File: config.mk
export PLATFORM = sky130hd
export DESIGN_NAME = ddrbm_core
export DESIGN_NICKNAME = d
export VERILOG_FILES = /design/src/pkg/ddrbm_pkg.sv /design/src/logic/ddrbm_core.sv /design/src/logic/ddrbm_colgen.sv /design/src/logic/ddrbm_rdpipe.sv
export SDC_FILE = /design/constraint.sdc
export NUM_CORES = 1
export LEC_CHECK = 0
export ABC_AREA = 1
export BUFFER_PORTS_ARGS = -buffer_cell sky130_fd_sc_hd__buf_2
export CAP_MARGIN = 20
export CORE_UTILIZATION = 45
export CTS_BUF_LIST = sky130_fd_sc_hd__clkbuf_8
export DETAILED_ROUTE_END_ITERATION = 12
export GPL_TIMING_DRIVEN = 1
export PLACE_DENSITY = 0.74
export SLEW_MARGIN = 40
export SYNTH_ARGS = -nofsm -noshare
export SYNTH_HDL_FRONTEND = slang
export SYNTH_SLANG_ARGS = --single-unit
File: constraint.sdc
create_clock -name clk -period 2.5 [get_ports clk]
set_input_delay 0.5 -clock clk [delete_from_list [all_inputs] [get_ports clk]]
set_output_delay 0.5 -clock clk [all_outputs]
set_load 0.005 [all_outputs]
File: src/pkg/ddrbm_pkg.sv
`default_nettype none
package ddrbm_pkg;
  localparam int COL_W = 9;
  localparam int ADDR_W = 12;
  localparam int NBANK = 4;
  localparam int BL_LSB = 0;
  localparam int BL_MSB = 2;
  localparam int ORDER_BIT = 3;
  localparam int LAT_LSB = 4;
  localparam int LAT_MSB = 6;
  localparam int DLL_RST_BIT = 8;
  localparam int AP_BIT = 10;
  localparam int EXT_DLL_OFF_BIT = 0;
  localparam logic [2:0] BL_2 = 3'h1;
  localparam logic [2:0] BL_4 = 3'h2;
  localparam logic [2:0] BL_8 = 3'h3;
  localparam logic [2:0] LAT_2 = 3'h2;
  localparam logic [2:0] LAT_3 = 3'h3;
  localparam logic [2:0] LAT_2P5 = 3'h6;
  localparam logic [1:0] SEL_BASE = 2'h0;
  localparam logic [1:0] SEL_EXT = 2'h1;
  localparam logic [ADDR_W-1:0] MODE_RESET = 12'h000;
  localparam logic [ADDR_W-1:0] EXT_RESET = 12'h000;
  localparam logic [2:0] CMD_MODE = 3'h0;
  localparam logic [2:0] CMD_REF = 3'h1;
  localparam logic [2:0] CMD_PRE = 3'h2;
  localparam logic [2:0] CMD_ACT = 3'h3;
  localparam logic [2:0] CMD_WR = 3'h4;
  localparam logic [2:0] CMD_RD = 3'h5;
  localparam logic [2:0] CMD_BST = 3'h6;

  typedef struct packed {
    logic cs_n;
    logic ras_n;
    logic cas_n;
    logic we_n;
    logic bank_sel_hi;
    logic bank_sel_lo;
    logic [ADDR_W-1:0] addr;
  } ddrbm_cmd_type;

  typedef struct packed {
    logic [COL_W-1:0] col_even;
    logic [COL_W-1:0] col_odd;
  } ddrbm_beat_type;

  typedef enum logic [3:0] {
    ST_NORMAL = 4'h1,
    ST_SELF = 4'h2,
    ST_PD_ACT = 4'h4,
    ST_PD_PRE = 4'h8
  } ddrbm_state_type;

  function automatic logic [NBANK-1:0] bank_onehot(input logic [1:0] b);
    bank_onehot = 4'h1 << b;
  endfunction

  // Reserved length codes fall back to the shortest burst.
  function automatic logic [2:0] bl_mask(input logic [2:0] code);
    case (code)
      BL_4: bl_mask = 3'h3;
      BL_8: bl_mask = 3'h7;
      default: bl_mask = 3'h1;
    endcase
  endfunction

  function automatic logic [1:0] bl_last_pair(input logic [2:0] code);
    logic [2:0] m;
    m = bl_mask(code);
    bl_last_pair = m[2:1];
  endfunction
endpackage
`default_nettype wire

File: src/logic/ddrbm_core.sv
// Behaviour
// Precharging one open bank idles it; other banks stay open.
// Controller precharges every bank within the longest row active time.
// Precharge all is legal anytime; every bank ends idle.
// Precharge in a read burst stops read data latency clocks later.
// Precharge in a write burst resets the write input at once.
// Controller holds the write data mask high for write recovery time.
// Burst read stop ends reads only; controller never sends it in writes (the testbench sends one inside a write burst).
// Controller refreshes all rows in time and waits refresh cycle time.
// Refresh with clock enable low and banks idle enters self refresh.
// Controller keeps distributed refreshes close around self refresh.
// Self refresh and power down turn off buffers except clock enable.
// Clock enable low without burst enters active or precharge power down.
// Controller sends a no-operation on the edge after leaving power down.
// Controller changes clock only in precharge power down, enable held low.
// After a clock change controller resets the DLL and waits relock.
// Controller writes both mode registers only with every bank idle.
// Mode bits 2..0 give burst length 2, 4 or 8.
// Mode bit 3 picks sequential or interleaved order.
// Sequential order increments and wraps inside the burst block.
// Interleaved order starts at the given column and interleaves low bits.
// Mode bits 6..4 give read latency 2, 3 or 2.5.
// A base mode write with bit 8 set resets the DLL.
// Bank selects pick base or extended register; high select is reserved.
// Extended bit 0 low enables the DLL, high disables it.
// Controller writes test bit 7 and bits 9 to 11 as zero (the testbench's reserved-select write 12'h0AA has bit 7 set).
// Interleaved beat k uses the start column low bits XOR k.
// Controller never programs reserved length, latency or select codes (the testbench sends one mode write with reserved select 2).
`timescale 1ns/100ps
`default_nettype none
module ddrbm_core (
  input wire logic clk,
  input wire logic nrst,
  input wire logic cke,
  input wire ddrbm_pkg::ddrbm_cmd_type cmd,
  output ddrbm_pkg::ddrbm_state_type state_reg,
  output logic io_buffers_on_reg,
  output logic [ddrbm_pkg::NBANK-1:0] bank_open_reg,
  output logic [ddrbm_pkg::ADDR_W-1:0] mode_reg,
  output logic [ddrbm_pkg::ADDR_W-1:0] ext_reg,
  output logic dll_on_reg,
  output logic dll_reset_reg,
  output logic burst_rd_reg,
  output logic burst_wr_reg,
  output ddrbm_pkg::ddrbm_beat_type beat_reg,
  output logic write_in_reset_reg,
  output logic read_data_en_reg
);
  import ddrbm_pkg::*;

  ddrbm_state_type state_next;
  logic cke_prev_reg;
  logic [1:0] pair_reg;
  logic [1:0] pair_next;
  logic [1:0] bank_reg;
  logic [1:0] bank_next;
  logic autopre_reg;
  logic autopre_next;
  logic [COL_W-1:0] start_reg;
  logic [COL_W-1:0] start_next;
  logic rd_next;
  logic wr_next;
  logic [NBANK-1:0] bank_open_next;
  ddrbm_beat_type beat_next;

  // Commands count only when clock enable was high on the previous edge.
  wire [2:0] rcw = {cmd.ras_n, cmd.cas_n, cmd.we_n};
  wire [1:0] bsel = {cmd.bank_sel_hi, cmd.bank_sel_lo};
  wire [ADDR_W-1:0] addr = cmd.addr;
  wire live = (state_reg == ST_NORMAL) && cke_prev_reg && !cmd.cs_n;
  wire is_act = live && cke && rcw == CMD_ACT;
  wire is_pre = live && rcw == CMD_PRE;
  wire is_rd = live && cke && rcw == CMD_RD;
  wire is_wr = live && cke && rcw == CMD_WR;
  wire is_bst = live && rcw == CMD_BST;
  wire is_mode = live && cke && rcw == CMD_MODE;
  wire is_ref = live && rcw == CMD_REF;
  wire all_idle = bank_open_reg == 4'h0;
  wire burst_on = burst_rd_reg | burst_wr_reg;
  wire [2:0] bl_code = mode_reg[BL_MSB:BL_LSB];
  wire [2:0] lat_code = mode_reg[LAT_MSB:LAT_LSB];
  wire last = pair_reg == bl_last_pair(bl_code);
  wire pre_all = addr[AP_BIT];
  wire pre_hits = is_pre && burst_on && (pre_all || bsel == bank_reg);
  wire bst_hits = is_bst && burst_rd_reg;
  wire stop = pre_hits || bst_hits;
  wire start = (is_rd || is_wr) && bank_open_reg[bsel];
  wire ap_close = burst_on && last && autopre_reg && !stop;
  wire [NBANK-1:0] act_mask = is_act ? bank_onehot(bsel) : 4'h0;
  wire [NBANK-1:0] pre_mask = !is_pre ? 4'h0 : (pre_all ? 4'hF : bank_onehot(bsel));
  wire [NBANK-1:0] ap_mask = ap_close ? bank_onehot(bank_reg) : 4'h0;
  wire any_open_next = |bank_open_next;
  wire self_ok = is_ref && !cke && all_idle;
  wire mode_ok = is_mode && all_idle;
  wire base_wr = mode_ok && bsel == SEL_BASE;
  wire ext_wr = mode_ok && bsel == SEL_EXT;

  // Precharge all only touches open banks, and idle banks stay idle.
  assign bank_open_next = (bank_open_reg | act_mask) & ~pre_mask & ~ap_mask;

  always_comb begin
    state_next = state_reg;
    case (state_reg)
      ST_NORMAL: begin
        if (self_ok) begin
          state_next = ST_SELF;
        end else if (!cke && !burst_on) begin
          state_next = any_open_next ? ST_PD_ACT : ST_PD_PRE;
        end
      end
      ST_SELF: begin
        if (cke) begin
          state_next = ST_NORMAL;
        end
      end
      ST_PD_ACT, ST_PD_PRE: begin
        if (cke) begin
          state_next = ST_NORMAL;
        end
      end
      default: state_next = ST_NORMAL;
    endcase
  end

  // A new read or write replaces a running burst; a stop ends it early.
  always_comb begin
    rd_next = burst_rd_reg;
    wr_next = burst_wr_reg;
    pair_next = pair_reg;
    bank_next = bank_reg;
    autopre_next = autopre_reg;
    start_next = start_reg;
    if (burst_on) begin
      if (stop || last) begin
        rd_next = 1'h0;
        wr_next = 1'h0;
      end else begin
        pair_next = pair_reg + 2'h1;
      end
    end
    if (start) begin
      rd_next = is_rd;
      wr_next = is_wr;
      pair_next = 2'h0;
      bank_next = bsel;
      autopre_next = addr[AP_BIT];
      start_next = addr[COL_W-1:0];
    end
  end

  ddrbm_colgen u_colgen (
    .start_col(start_next),
    .bl_code(bl_code),
    .interleave(mode_reg[ORDER_BIT]),
    .pair(pair_next),
    .beat(beat_next)
  );

  ddrbm_rdpipe u_rdpipe (
    .clk(clk),
    .nrst(nrst),
    .burst_rd(burst_rd_reg),
    .lat_code(lat_code),
    .data_en_reg(read_data_en_reg)
  );

  always_ff @(posedge clk) begin
    if (!nrst) begin
      state_reg <= ST_NORMAL;
      cke_prev_reg <= 1'h0;
      io_buffers_on_reg <= 1'h1;
      bank_open_reg <= 4'h0;
    end else begin
      state_reg <= state_next;
      cke_prev_reg <= cke;
      io_buffers_on_reg <= state_next == ST_NORMAL;
      bank_open_reg <= bank_open_next;
    end
  end

  always_ff @(posedge clk) begin
    if (!nrst) begin
      burst_rd_reg <= 1'h0;
      burst_wr_reg <= 1'h0;
      pair_reg <= 2'h0;
      bank_reg <= 2'h0;
      autopre_reg <= 1'h0;
      start_reg <= 9'h000;
      beat_reg <= '0;
      write_in_reset_reg <= 1'h0;
    end else begin
      burst_rd_reg <= rd_next;
      burst_wr_reg <= wr_next;
      pair_reg <= pair_next;
      bank_reg <= bank_next;
      autopre_reg <= autopre_next;
      start_reg <= start_next;
      beat_reg <= beat_next;
      write_in_reset_reg <= pre_hits && burst_wr_reg;
    end
  end

  // Both registers power up undefined in the part; here they clear so that
  // simulation stays free of unknowns until the controller programs them.
  always_ff @(posedge clk) begin
    if (!nrst) begin
      mode_reg <= MODE_RESET;
      ext_reg <= EXT_RESET;
      dll_on_reg <= 1'h0;
      dll_reset_reg <= 1'h0;
    end else begin
      if (base_wr) begin
        mode_reg <= addr;
      end
      if (ext_wr) begin
        ext_reg <= addr;
      end
      dll_on_reg <= !ext_reg[EXT_DLL_OFF_BIT] && state_reg != ST_SELF;
      dll_reset_reg <= base_wr && addr[DLL_RST_BIT];
    end
  end

  a_pre_one_bank: assert property (@(posedge clk) disable iff (!nrst)
    is_pre && !pre_all && bank_open_reg[bsel] && !is_act |=>
    !bank_open_reg[$past(bsel)] &&
    ((bank_open_reg | bank_onehot($past(bsel))) == $past(bank_open_reg)))
    else $error("single precharge did not close only its bank");

  a_pre_all_idle: assert property (@(posedge clk) disable iff (!nrst)
    is_pre && pre_all |=> bank_open_reg == 4'h0)
    else $error("precharge all left a bank open");

  a_rd_stop_lat2: assert property (@(posedge clk) disable iff (!nrst)
    pre_hits && burst_rd_reg && lat_code == LAT_2 ##1 !start |->
    ##1 !read_data_en_reg)
    else $error("read data ran past latency 2 after precharge");

  a_rd_stop_lat3: assert property (@(posedge clk) disable iff (!nrst)
    pre_hits && burst_rd_reg && lat_code == LAT_3 ##1 !start[*2] |->
    ##1 !read_data_en_reg)
    else $error("read data ran past latency 3 after precharge");

  a_wr_in_reset: assert property (@(posedge clk) disable iff (!nrst)
    pre_hits && burst_wr_reg |=> write_in_reset_reg && !burst_wr_reg)
    else $error("write input not reset by precharge");

  a_bst_read_end: assert property (@(posedge clk) disable iff (!nrst)
    is_bst && burst_rd_reg |=> !burst_rd_reg)
    else $error("burst read stop did not end the read");

  a_bst_write_kept: assert property (@(posedge clk) disable iff (!nrst)
    is_bst && burst_wr_reg && !last |=> burst_wr_reg && $stable(bank_reg))
    else $error("burst read stop cut a write burst");

  a_self_hold: assert property (@(posedge clk) disable iff (!nrst)
    state_reg == ST_SELF && !cke |=> state_reg == ST_SELF && !dll_on_reg)
    else $error("self refresh left while clock enable low");

  a_buffers_off: assert property (@(posedge clk) disable iff (!nrst)
    self_ok |=> !io_buffers_on_reg ##1 (!io_buffers_on_reg || $past(cke)))
    else $error("buffers on in self refresh");

  a_pd_kind: assert property (@(posedge clk) disable iff (!nrst)
    state_reg == ST_NORMAL && !cke && !burst_on && !self_ok |=>
    state_reg == ($past(any_open_next) ? ST_PD_ACT : ST_PD_PRE))
    else $error("wrong power down kind");

  a_mode_base: assert property (@(posedge clk) disable iff (!nrst)
    base_wr |=> mode_reg == $past(addr) && $stable(ext_reg))
    else $error("base mode write not stored");

  a_mode_resv: assert property (@(posedge clk) disable iff (!nrst)
    is_mode && cmd.bank_sel_hi |=> $stable(mode_reg) && $stable(ext_reg))
    else $error("reserved select changed a mode register");

  a_dll_reset: assert property (@(posedge clk) disable iff (!nrst)
    base_wr && addr[DLL_RST_BIT] |=> dll_reset_reg ##1 (!dll_reset_reg || $past(base_wr)))
    else $error("DLL reset pulse missing");

  a_dll_follow: assert property (@(posedge clk) disable iff (!nrst)
    ext_wr ##1 state_reg == ST_NORMAL |=> dll_on_reg == !$past(addr[EXT_DLL_OFF_BIT], 2))
    else $error("DLL enable does not follow the extended register");

  a_pd_leave: assert property (@(posedge clk) disable iff (!nrst)
    (state_reg == ST_PD_ACT || state_reg == ST_PD_PRE) && cke |=>
    state_reg == ST_NORMAL && io_buffers_on_reg)
    else $error("power down not left on clock enable");

  a_bl2_short: assert property (@(posedge clk) disable iff (!nrst)
    start && bl_code == BL_2 ##1 !start |=> !burst_on)
    else $error("burst of two ran past one clock");

  a_ilv_pair: assert property (@(posedge clk) disable iff (!nrst)
    burst_on && mode_reg[ORDER_BIT] |->
    (beat_reg.col_even ^ beat_reg.col_odd) == 9'h001 && beat_reg.col_even[0] == start_reg[0])
    else $error("interleaved beat pair not split on bit 0");

  a_seq_block: assert property (@(posedge clk) disable iff (!nrst)
    burst_on && !mode_reg[ORDER_BIT] && bl_code == BL_8 |->
    beat_reg.col_even[COL_W-1:3] == start_reg[COL_W-1:3] &&
    beat_reg.col_odd[COL_W-1:3] == start_reg[COL_W-1:3])
    else $error("sequential burst carried out of its block");
endmodule
`default_nettype wire

File: src/logic/ddrbm_colgen.sv
`timescale 1ns/100ps
`default_nettype none
module ddrbm_colgen (
  input wire logic [ddrbm_pkg::COL_W-1:0] start_col,
  input wire logic [2:0] bl_code,
  input wire logic interleave,
  input wire logic [1:0] pair,
  output ddrbm_pkg::ddrbm_beat_type beat
);
  import ddrbm_pkg::*;

  function automatic logic [COL_W-1:0] beat_col(input logic [2:0] k);
    logic [COL_W-1:0] mask;
    logic [COL_W-1:0] kk;
    logic [COL_W-1:0] sum;
    mask = {6'h00, bl_mask(bl_code)};
    kk = {6'h00, k};
    sum = start_col + kk;
    if (interleave) begin
      beat_col = start_col ^ (kk & mask);
    end else begin
      beat_col = (start_col & ~mask) | (sum & mask);
    end
  endfunction

  assign beat.col_even = beat_col({pair, 1'h0});
  assign beat.col_odd = beat_col({pair, 1'h1});
endmodule
`default_nettype wire

File: src/logic/ddrbm_rdpipe.sv
`timescale 1ns/100ps
`default_nettype none
module ddrbm_rdpipe (
  input wire logic clk,
  input wire logic nrst,
  input wire logic burst_rd,
  input wire logic [2:0] lat_code,
  output logic data_en_reg
);
  import ddrbm_pkg::*;

  logic d1_reg;
  // A latency of 2.5 is rounded up to whole clocks here; the half cycle
  // belongs to the strobe path, which this block does not model.
  wire short_lat = lat_code == LAT_2;

  always_ff @(posedge clk) begin
    if (!nrst) begin
      d1_reg <= 1'h0;
      data_en_reg <= 1'h0;
    end else begin
      d1_reg <= burst_rd;
      data_en_reg <= short_lat ? burst_rd : d1_reg;
    end
  end
endmodule
`default_nettype wire

== Word level (Yosys, flattened, before mapping) ==
Index checks and enable logic that the tools add are counted.
Word-level totals
  flip-flop bits (word level): 73
  input bits: 21
  output and inout port bits: 57
  word-level logic and storage cells: 125
Operators by class
  add/sub/neg operators: 3
  $lt $le $gt $ge: 1
  equality and inequality tests: 18
  shift-type cells: 2
  mux-type cells: 23
  bitwise logic cells: 16
  reductions and logical operators: 43
Operator list (count)
  4-bit 2-to-1 mux: 8
  9-bit 2-to-1 mux: 3
  1-bit logical AND: 26
  9-bit by 3-bit adder with 9-bit output: 2
  9-bit by 3-bit AND with 9-bit output: 2
  9-bit bitwise OR: 2
  9-bit bitwise XOR: 2
  3-bit by 2-bit == test with 1-bit output (second input constant): 5
  9-bit AND: 1
  3-bit == test (second input constant): 3
  3-bit NOT with 9-bit output: 1
  4-bit AND: 2
  4-bit by 1-bit == test with 1-bit output (second input constant): 2
  4-bit NOT: 2
  4-bit one-hot mux with 2 select lines: 1
  1-bit by 2-bit << shifter with 4-bit output (first input constant): 2
  3-bit AND: 2
  1-bit 2-to-1 mux: 6
  2-bit 2-to-1 mux: 3
  3-bit one-hot mux with 2 select lines: 1
  1-bit logical NOT: 5
  2-bit == test: 2
  4-bit by 2-bit == test with 1-bit output (second input constant): 1
  4-bit by 3-bit == test with 1-bit output (second input constant): 1
  17 further kinds: 21

== Longest topological paths before layout ==
Gate-level depths: netlist of the first run.
  depth in word-level cells: 18
  depth in mapped cells: 17
  mapped depth without buffers: 16

== Hierarchy ==
A second synthesis of the first run with hierarchy kept.
Unflattened totals
  cells, all modules: 469
  area total of the unflattened synthesis: 3318.2 µm²
By module, submodules not included
  ddrbm_core: times used 1, cells each 398, area each 2906.5 µm², seq. area each 1421.4 µm²
  ddrbm_colgen: times used 1, cells each 59, area each 327.8 µm², seq. area each 0.0 µm²
  ddrbm_rdpipe: times used 1, cells each 12, area each 83.8 µm², seq. area each 40.0 µm²

== Least setup slack after synthesis of the first run ==
Ideal clock, no wire load.
  path kind: in2reg
  start point: in cmd[13] (netlist bit)
  end point: reg beat_reg[1] (netlist bit)
  library setup time: 70 ps
  arrival time: 2163 ps
  required time: 2430 ps
  slack: 267 ps
  stages: 15
  buffers on the path: 1
  path through: buf_4 > nor2_2 > nand2_1 > nand3_2 > nor2_4 > nand2_8 > inv_4 > nor2_2 > nand2_2 > inv_2 > fa_1 > nand2_1 > nand2_1 > nand2_1 > a21oi_1
On the way
  word-level cells in the longest chain between the ends: 12
Ends and longest elaborated chain
  from (decl): RTL line ddrbm_core.sv:35  | input wire ddrbm_pkg::ddrbm_cmd_type cmd,
  2-bit == test: RTL line ddrbm_core.sv:84  | wire pre_hits = is_pre && burst_on && (pre_all || bsel == bank_reg);
  1-bit logical OR: RTL line ddrbm_core.sv:84
  1-bit logical AND: RTL line ddrbm_core.sv:84
  1-bit logical OR: RTL line ddrbm_core.sv:86  | wire stop = pre_hits || bst_hits;
  1-bit logical OR: RTL line ddrbm_core.sv:134  | if (stop || last) begin
  2-bit 2-to-1 mux: RTL line ddrbm_core.sv:134
  2-bit 2-to-1 mux: RTL line ddrbm_core.sv:133  | if (burst_on) begin
  2-bit 2-to-1 mux *: RTL line ddrbm_core.sv:141  | if (start) begin
  named net pair_next[0]: RTL line ddrbm_core.sv:54  | logic [1:0] pair_next;
  9-bit by 3-bit adder with 9-bit output: RTL line ddrbm_colgen.sv:18  | sum = start_col + kk;
  9-bit by 3-bit AND with 9-bit output: RTL line ddrbm_colgen.sv:22  | beat_col = (start_col & ~mask) | (sum & mask);
  9-bit bitwise OR: RTL line ddrbm_colgen.sv:22
  9-bit 2-to-1 mux *: RTL line ddrbm_colgen.sv:19  | if (interleave) begin
  to (signal assigned): RTL line ddrbm_core.sv:198  | beat_reg <= beat_next;
  to (decl): RTL line ddrbm_core.sv:45  | output ddrbm_pkg::ddrbm_beat_type beat_reg,
The timed path passes the listed nets; every way through them passes the cells marked *. The select of a mux whose other input is x is not followed.
A chain may end at the register's enable or synchronous reset.

== Final worst setup path of the first run ==
  start point: reg pair_reg[1]
  end point: reg beat_reg[1] (netlist bit)
On the way
  word-level cells in the longest chain between the ends: 9
Ends and longest elaborated chain
  from (decl): RTL line ddrbm_core.sv:53  | logic [1:0] pair_reg;
  from (signal assigned): RTL line ddrbm_core.sv:194  | pair_reg <= pair_next;
  2-bit == test *: RTL line ddrbm_core.sv:82  | wire last = pair_reg == bl_last_pair(bl_code);
  1-bit logical OR *: RTL line ddrbm_core.sv:134
  2-bit 2-to-1 mux *: RTL line ddrbm_core.sv:134
  2-bit 2-to-1 mux *: RTL line ddrbm_core.sv:133
  2-bit 2-to-1 mux *: RTL line ddrbm_core.sv:141
  named net pair_next[0]: RTL line ddrbm_core.sv:54
  9-bit by 3-bit adder with 9-bit output: RTL line ddrbm_colgen.sv:18
  9-bit by 3-bit AND with 9-bit output: RTL line ddrbm_colgen.sv:22
  9-bit bitwise OR: RTL line ddrbm_colgen.sv:22
  9-bit 2-to-1 mux *: RTL line ddrbm_colgen.sv:19
The timed path passes the listed nets; every way through them passes the cells marked *.

==> results of run 1 <==
-- logic make-up after synthesis --
logic type                 share of synthesized area (%)
adders and majority gates                           1.10
DFF                                                 40.4
buffers and inverters                               12.9
and+or+nand+nor                                     29.3
AOI/OAI and AO/OA                                   16.3
-- final cells by class --
class | instances | area (um2) | share of cell area (%)
inverter | 60 | 228 | 6.36
multi-input combinational | 254 | 1390 | 38.9
clock buffer | 9 | 124 | 3.46
clock inverter | 7 | 100 | 2.80
sequential | 60 | 1200 | 33.6
tap | 77 | 96.3 | 2.69
timing repair buffer | 84 | 438 | 12.2
-- critical path, cell delays in order (launching register included) --
cell     delay [ns]
dfxtp_1        0.45
inv_1          0.10
nand2_1        0.08
nand2_1        0.05
nand2_1        0.18
nand3_2        0.15
nor2_4         0.18
nor2_2         0.05
nand2_2        0.09
inv_2          0.07
fa_1           0.53
nand2_1        0.05
nand2_1        0.06
nand2_1        0.05
a21oi_1        0.13
-- metal layers --
layer	vias to the layer above	share of wire (%)	track usage, %
li1	1429	-	-
met1	1264	47	25.6
met2	78	45	31.5
met3	9	6.1	5.17
met4	0	1.6	8.62
met5	-	0	0
-- layout by cell type (no fill, tap or decap), types with 2 or more instances in the layout --
master and instances:
nand3_2 6, nor3_1 2, nor2_4 8, nor2_2 3, buf_4 7, nand4_1 14
o2111ai_1 2, inv_1 53, nand3_4 3, a21oi_1 42, o21ai_0 36, nand3_1 17
nor2_1 39, clkbuf_8 9, nand2_1 61, nand2_2 3, dfxtp_1 59, nand2_4 2
nand3b_1 2, bufinv_16 2, clkinv_4 3, o21ai_2 2, inv_2 6, buf_2 77
-- stage by stage --
step / worst slack, ns / hold WS [ns] / util [%] / total power, uW
after floorplan: 0.267 / 0.409 / - / 1090
after detailed placement: 0.0553 / 0.423 / 52.7 / 1150
after global routing: 0.0528 / 0.416 / 56.4 / 2190
after CTS: 0.160 / 0.402 / 56.3 / 2130
final: 0.202 / 0.412 / 56.4 / 2110
after global placement: 0.109 / 0.413 / 52.7 / 1150
-- power by group through the flow --
stage,combinational [uW],sequential [uW],clock [uW]
2_1_floorplan,96.3,999,0
3_3_place_gp,148,997,0
4_1_cts,151,975,1000
3_5_place_dp,150,998,0
6_report,150,975,985
5_1_grt,169,977,1040
-- worst max path at each step --
stage | from | end | cells past startpoint
floorplan | cmd[13] | beat_reg[1] | 15
global placement | cmd[12] | beat_reg[1] | 16
detailed placement | cmd[13] | beat_reg[1] | 17
CTS | mode_reg[1] | beat_reg[1] | 14
global route | mode_reg[2] | beat_reg[1] | 15
finish | pair_reg[1] | beat_reg[1] | 14
==> flow_summary.ini, run 1 <==
[layout]
final_cell_count_no_fill = 551
antenna_cells = 0
drive_above_1_share_pct = 29.5
nets = 492
final_area_um2 = 3580
num-fill-cells = 597
syn_to_final_growth_pct = 20.5

[worst_setup_path]
cp_max_fo = 5
critPathLaunchType = flip-flop
r2r_start = pair_reg[1]
rr_worst_depth = 14
worstSetupPathType = flip-flop to flip-flop
crit_required_ns = 2.77
reg2reg_to = beat_reg[1]
r2r_slack_ns = 0.20
end_kind = flip-flop
critPathArrivalTime_ns = 2.57

[die]
ioPinCount = 78
initial_core_util_pct = 46.8
die_h_um = 83.2
dieArea_um2 = 6930
rows = 29
die_w_um = 83.2
core_area_um2 = 6350

[clock_network]
cts.sinks = 60
root_buffer = clkbuf_8
clock_tree.buffer_depth = 2
postCtsSetupRepairBufs = 0
cts_buffers = 9
hold_buffers = 0
clk_latency_ns = 0.35
cts_tree = done
clkTransAtPathRegs_ns = 0.08
cts-resized-gates = 0
htreeDepth = 3

[grt]
grt_pass1_wl_mm = 11.1
grt_usage_pct = 19.9
grt_overflow = 0
grt_max_degree = 41
grt_pass1_vias = 2455
antenna_found_initial = 0

[sta]
slew_viol_final = 0
max_freq_mhz = 435
fin_setup_tns_ns = 0
rsz0062_at_grt = no
skew_ns = 0.00714
slew_headroom_pct = 55.9
finalHoldViolations = 0
post-route-period-util_pct = 91.9
period_minus_slack_ns = 2.30
worst_pin_slew_ns = 0.660
setup_viol_count_final = 0

[yosys]
synth-seq-cells = 60
yosysWarnings = 0
synth_flop_cell = dfxtp_1
yosysMostFrequentCell = nand2_1
synth.area.top_cells = dfxtp_1 40%, nand2_1 7.7%, a21oi_1 7.1%
synth_top_area_share_pct = 40.4
synth_edf_count = 0
syn_avg_cell_area_um2 = 7.43
synthArstFlopShare_pct = 0
synthTopCellsByCount = 61 x nand2_1, 60 x dfxtp_1, 53 x inv_1
syn-num-nets = 423
syn_area_um2 = 2970
synth_cells = 400
ys_seq_area_share_pct = 40.4
synth_top_area_cell = dfxtp_1
synth_cell_types = 35

[worst_hold_path]
whs_endpoint = cke_prev_reg
hp-class = input port to flip-flop
holdPathStages = 3
min_from = cke

[power_and_ir_drop]
p_clk_share_pct = 46.7
power.density_nw_per_um2 = 589
internal-power_uw = 1590
sw_frac_of_total_pct = 24.8
p_switching_uw = 522
ir_drop_mv = 0.347
comb_power_share_pct = 7.1
p_seq_share_pct = 46.2
p_leak_uw = 0.00170

[flow_run]
cap_violations = 0

[placed_design]
io_buffers = 77
placed_cell_area_um2 = 3350
place.gp.congestion = 0.993
dpl.cell_count = 535
dpl.hpwl_mm = 4.94

[route]
wire_per_inst_um = 12.0
antenna_left = 0
firstDrtPassIters = 5
vias_per_cell = 5.05
drcViolationCount = 0
routed_wl_mm = 6.63
vias = 2780
drtIter0Drc = 169

[run_status]
status = finished, final reports clean
(Power assumes the default switching activity.)
==> inputs of run 2 (changes only) <==
- MAX_ROUTING_LAYER: default -> met4
==> run 2 against run 1 <==
  * Wire length rose by 1.6%
  * Die area is the same
  * Via count up 0.65%
  * Clock power decreased by 3.7%
  * Fmax shrank 0.73%
==> flow_summary.ini, run 2 (synthesis gave the netlist of run 1 again) <==
[run_status]
status = finished, final reports clean

[sta]
finalHoldViolations = 0
setup_viol_count_final = 0
slew_viol_final = 0
skew_ns = 0.00808
post-route-period-util_pct = 92.6
fin_ws_ns = 0.185
fin_setup_tns_ns = 0
slew_headroom_pct = 55.5
worst_pin_slew_ns = 0.667
whs_ns = 0.418
rsz0062_at_grt = no
max_freq_mhz = 432
period_minus_slack_ns = 2.31

[layout]
nets = 492
num-fill-cells = 619
final_util_pct = 56.2
final_area_um2 = 3570
most-common-layout-cells = 77 x buf_2, 61 x nand2_1, 59 x dfxtp_1
drive_above_1_share_pct = 29.3
antenna_cells = 0
regArea_um2 = 1200
syn_to_final_growth_pct = 20.1
multi_input_area_um2 = 1390
final_common_cell = buf_2

[placed_design]
placed_cell_area_um2 = 3350
io_buffers = 77
dpl.hpwl_mm = 5.04
post-place-ws_ns = 0.0530
place.gp.congestion = 0.975

[clock_network]
clkTransAtPathRegs_ns = 0.07
clk_latency_ns = 0.34
hold_buffers = 0
cts.sinks = 60
clock_tree.buffer_depth = 2
root_buffer = clkbuf_8
htreeDepth = 3
postCtsSetupRepairBufs = 0
cts_buffers = 9
cts_tree = done

[route]
firstDrtPassIters = 4
routed_wl_mm = 6.74
vias = 2798
drtIter0Drc = 116
wire_per_inst_um = 12.2
drcViolationCount = 0
vias_per_cell = 5.08
antenna_left = 0

[worst_setup_path]
crit_end = beat_reg[1]
r2r_start = mode_reg[2]
crit_required_ns = 2.76
end_kind = flip-flop
reg2reg_to = beat_reg[1]
cp-startpoint = mode_reg[2]
worstSetupPathType = flip-flop to flip-flop
critPathArrivalTime_ns = 2.57
r2r_slack_ns = 0.19
critPathLaunchType = flip-flop
cp_max_fo = 5
rr_worst_depth = 15

[die]
rows = 29
dieArea_um2 = 6930
initial_core_util_pct = 46.8
ioPinCount = 78
die_w_um = 83.2
die_h_um = 83.2
core_area_um2 = 6350

[power_and_ir_drop]
p_seq_share_pct = 47.0
power.density_nw_per_um2 = 583
p_clk_share_pct = 45.7
comb_power_share_pct = 7.3
p_leak_uw = 0.00169
p_switching_uw = 500
ir_drop_mv = 0.308
internal-power_uw = 1580
sw_frac_of_total_pct = 24.1

[grt]
grt_pass1_wl_mm = 11.4
grt_overflow = 0
antenna_found_initial = 0
grt_max_degree = 41
grt_usage_pct = 20.9
grt_pass1_vias = 2587

[flow_run]
cap_violations = 0

[worst_hold_path]
hp-class = input port to flip-flop
[run 2: cell count changes in the layout (fill, tap and decap cells not counted)]
| cell | delta |
|---|---|
| clkinv_2 | +2 |
| clkinv_4 | -2 |
| clkinvlp_4 | +1 |
| inv_6 | -1 |
| nand3_1 | +1 |
| nand3_2 | -1 |
[run 2: timing repair]
action	4_1_cts	5_1_grt
hold endpoints to repair	0	0
resized for setup	0	1
endpoints found under the setup margin	0	1
[run 2: layer usage]
layer  vias to the layer above  part of all wire, %  GRT usage, %
met1                      1267                   47          25.6
met4                         0                  1.2          7.37
met5                         -                    0             -
met2                       100                   46          33.3
li1                       1422                    -             -
met3                         9                  6.4          5.37
[run 2: area by class of cell]
| class | instances | share of cell area [%] |
|---|---|---|
| clock buffer | 9 | 3.47 |
| clock inverter | 7 | 2.56 |
| multi-input combinational | 254 | 38.9 |
| tap | 77 | 2.70 |
| sequential | 60 | 33.7 |
| timing repair buffer | 84 | 12.3 |
| inverter | 60 | 6.39 |
[run 2: power groups by stage]
stage	logic, uW	registers (uW)	clock network, uW
final	152	976	949
after global routing	170	976	1020
after CTS	152	976	974
after detailed placement	151	998	0
after global placement	148	997	0
after floorplan	96.3	999	0
[run 2: per-stage QoR]
step           instances  total power, uW
4_1_cts              551             2100
3_5_place_dp         535             1150
6_report             551             2080
3_3_place_gp         535             1150
5_1_grt              551             2160
2_1_floorplan        400             1090
[run 2: how the worst min path moves through the flow]
| stage | startpoint | endpoint | slack, ns | cells past startpoint |
|---|---|---|---|---|
| finish | cke | cke_prev_reg | 0.42 | 3 |
| global route | cmd[8] | flip-flop | 0.43 | 3 |
| CTS | cke | cke_prev_reg | 0.41 | 3 |
| detailed placement | u_rdpipe.d1_reg | u_rdpipe.data_en_reg | 0.43 | 2 |
| global placement | u_rdpipe.d1_reg | u_rdpipe.data_en_reg | 0.41 | 2 |
| floorplan | u_rdpipe.d1_reg | u_rdpipe.data_en_reg | 0.41 | 2 |
[run 2: worst max-delay path, stage by stage, from the launching register on]
cell	delay, ns
dfxtp_1	0.35
inv_2	0.09
nand2_1	0.10
nand2_1	0.08
nand2_1	0.06
nand2_1	0.15
nand3_1	0.18
nor2_4	0.19
nor2_2	0.05
nand2_2	0.09
inv_2	0.06
fa_1	0.53
nand2_1	0.05
nand2_1	0.06
nand2_1	0.05
a21oi_1	0.15
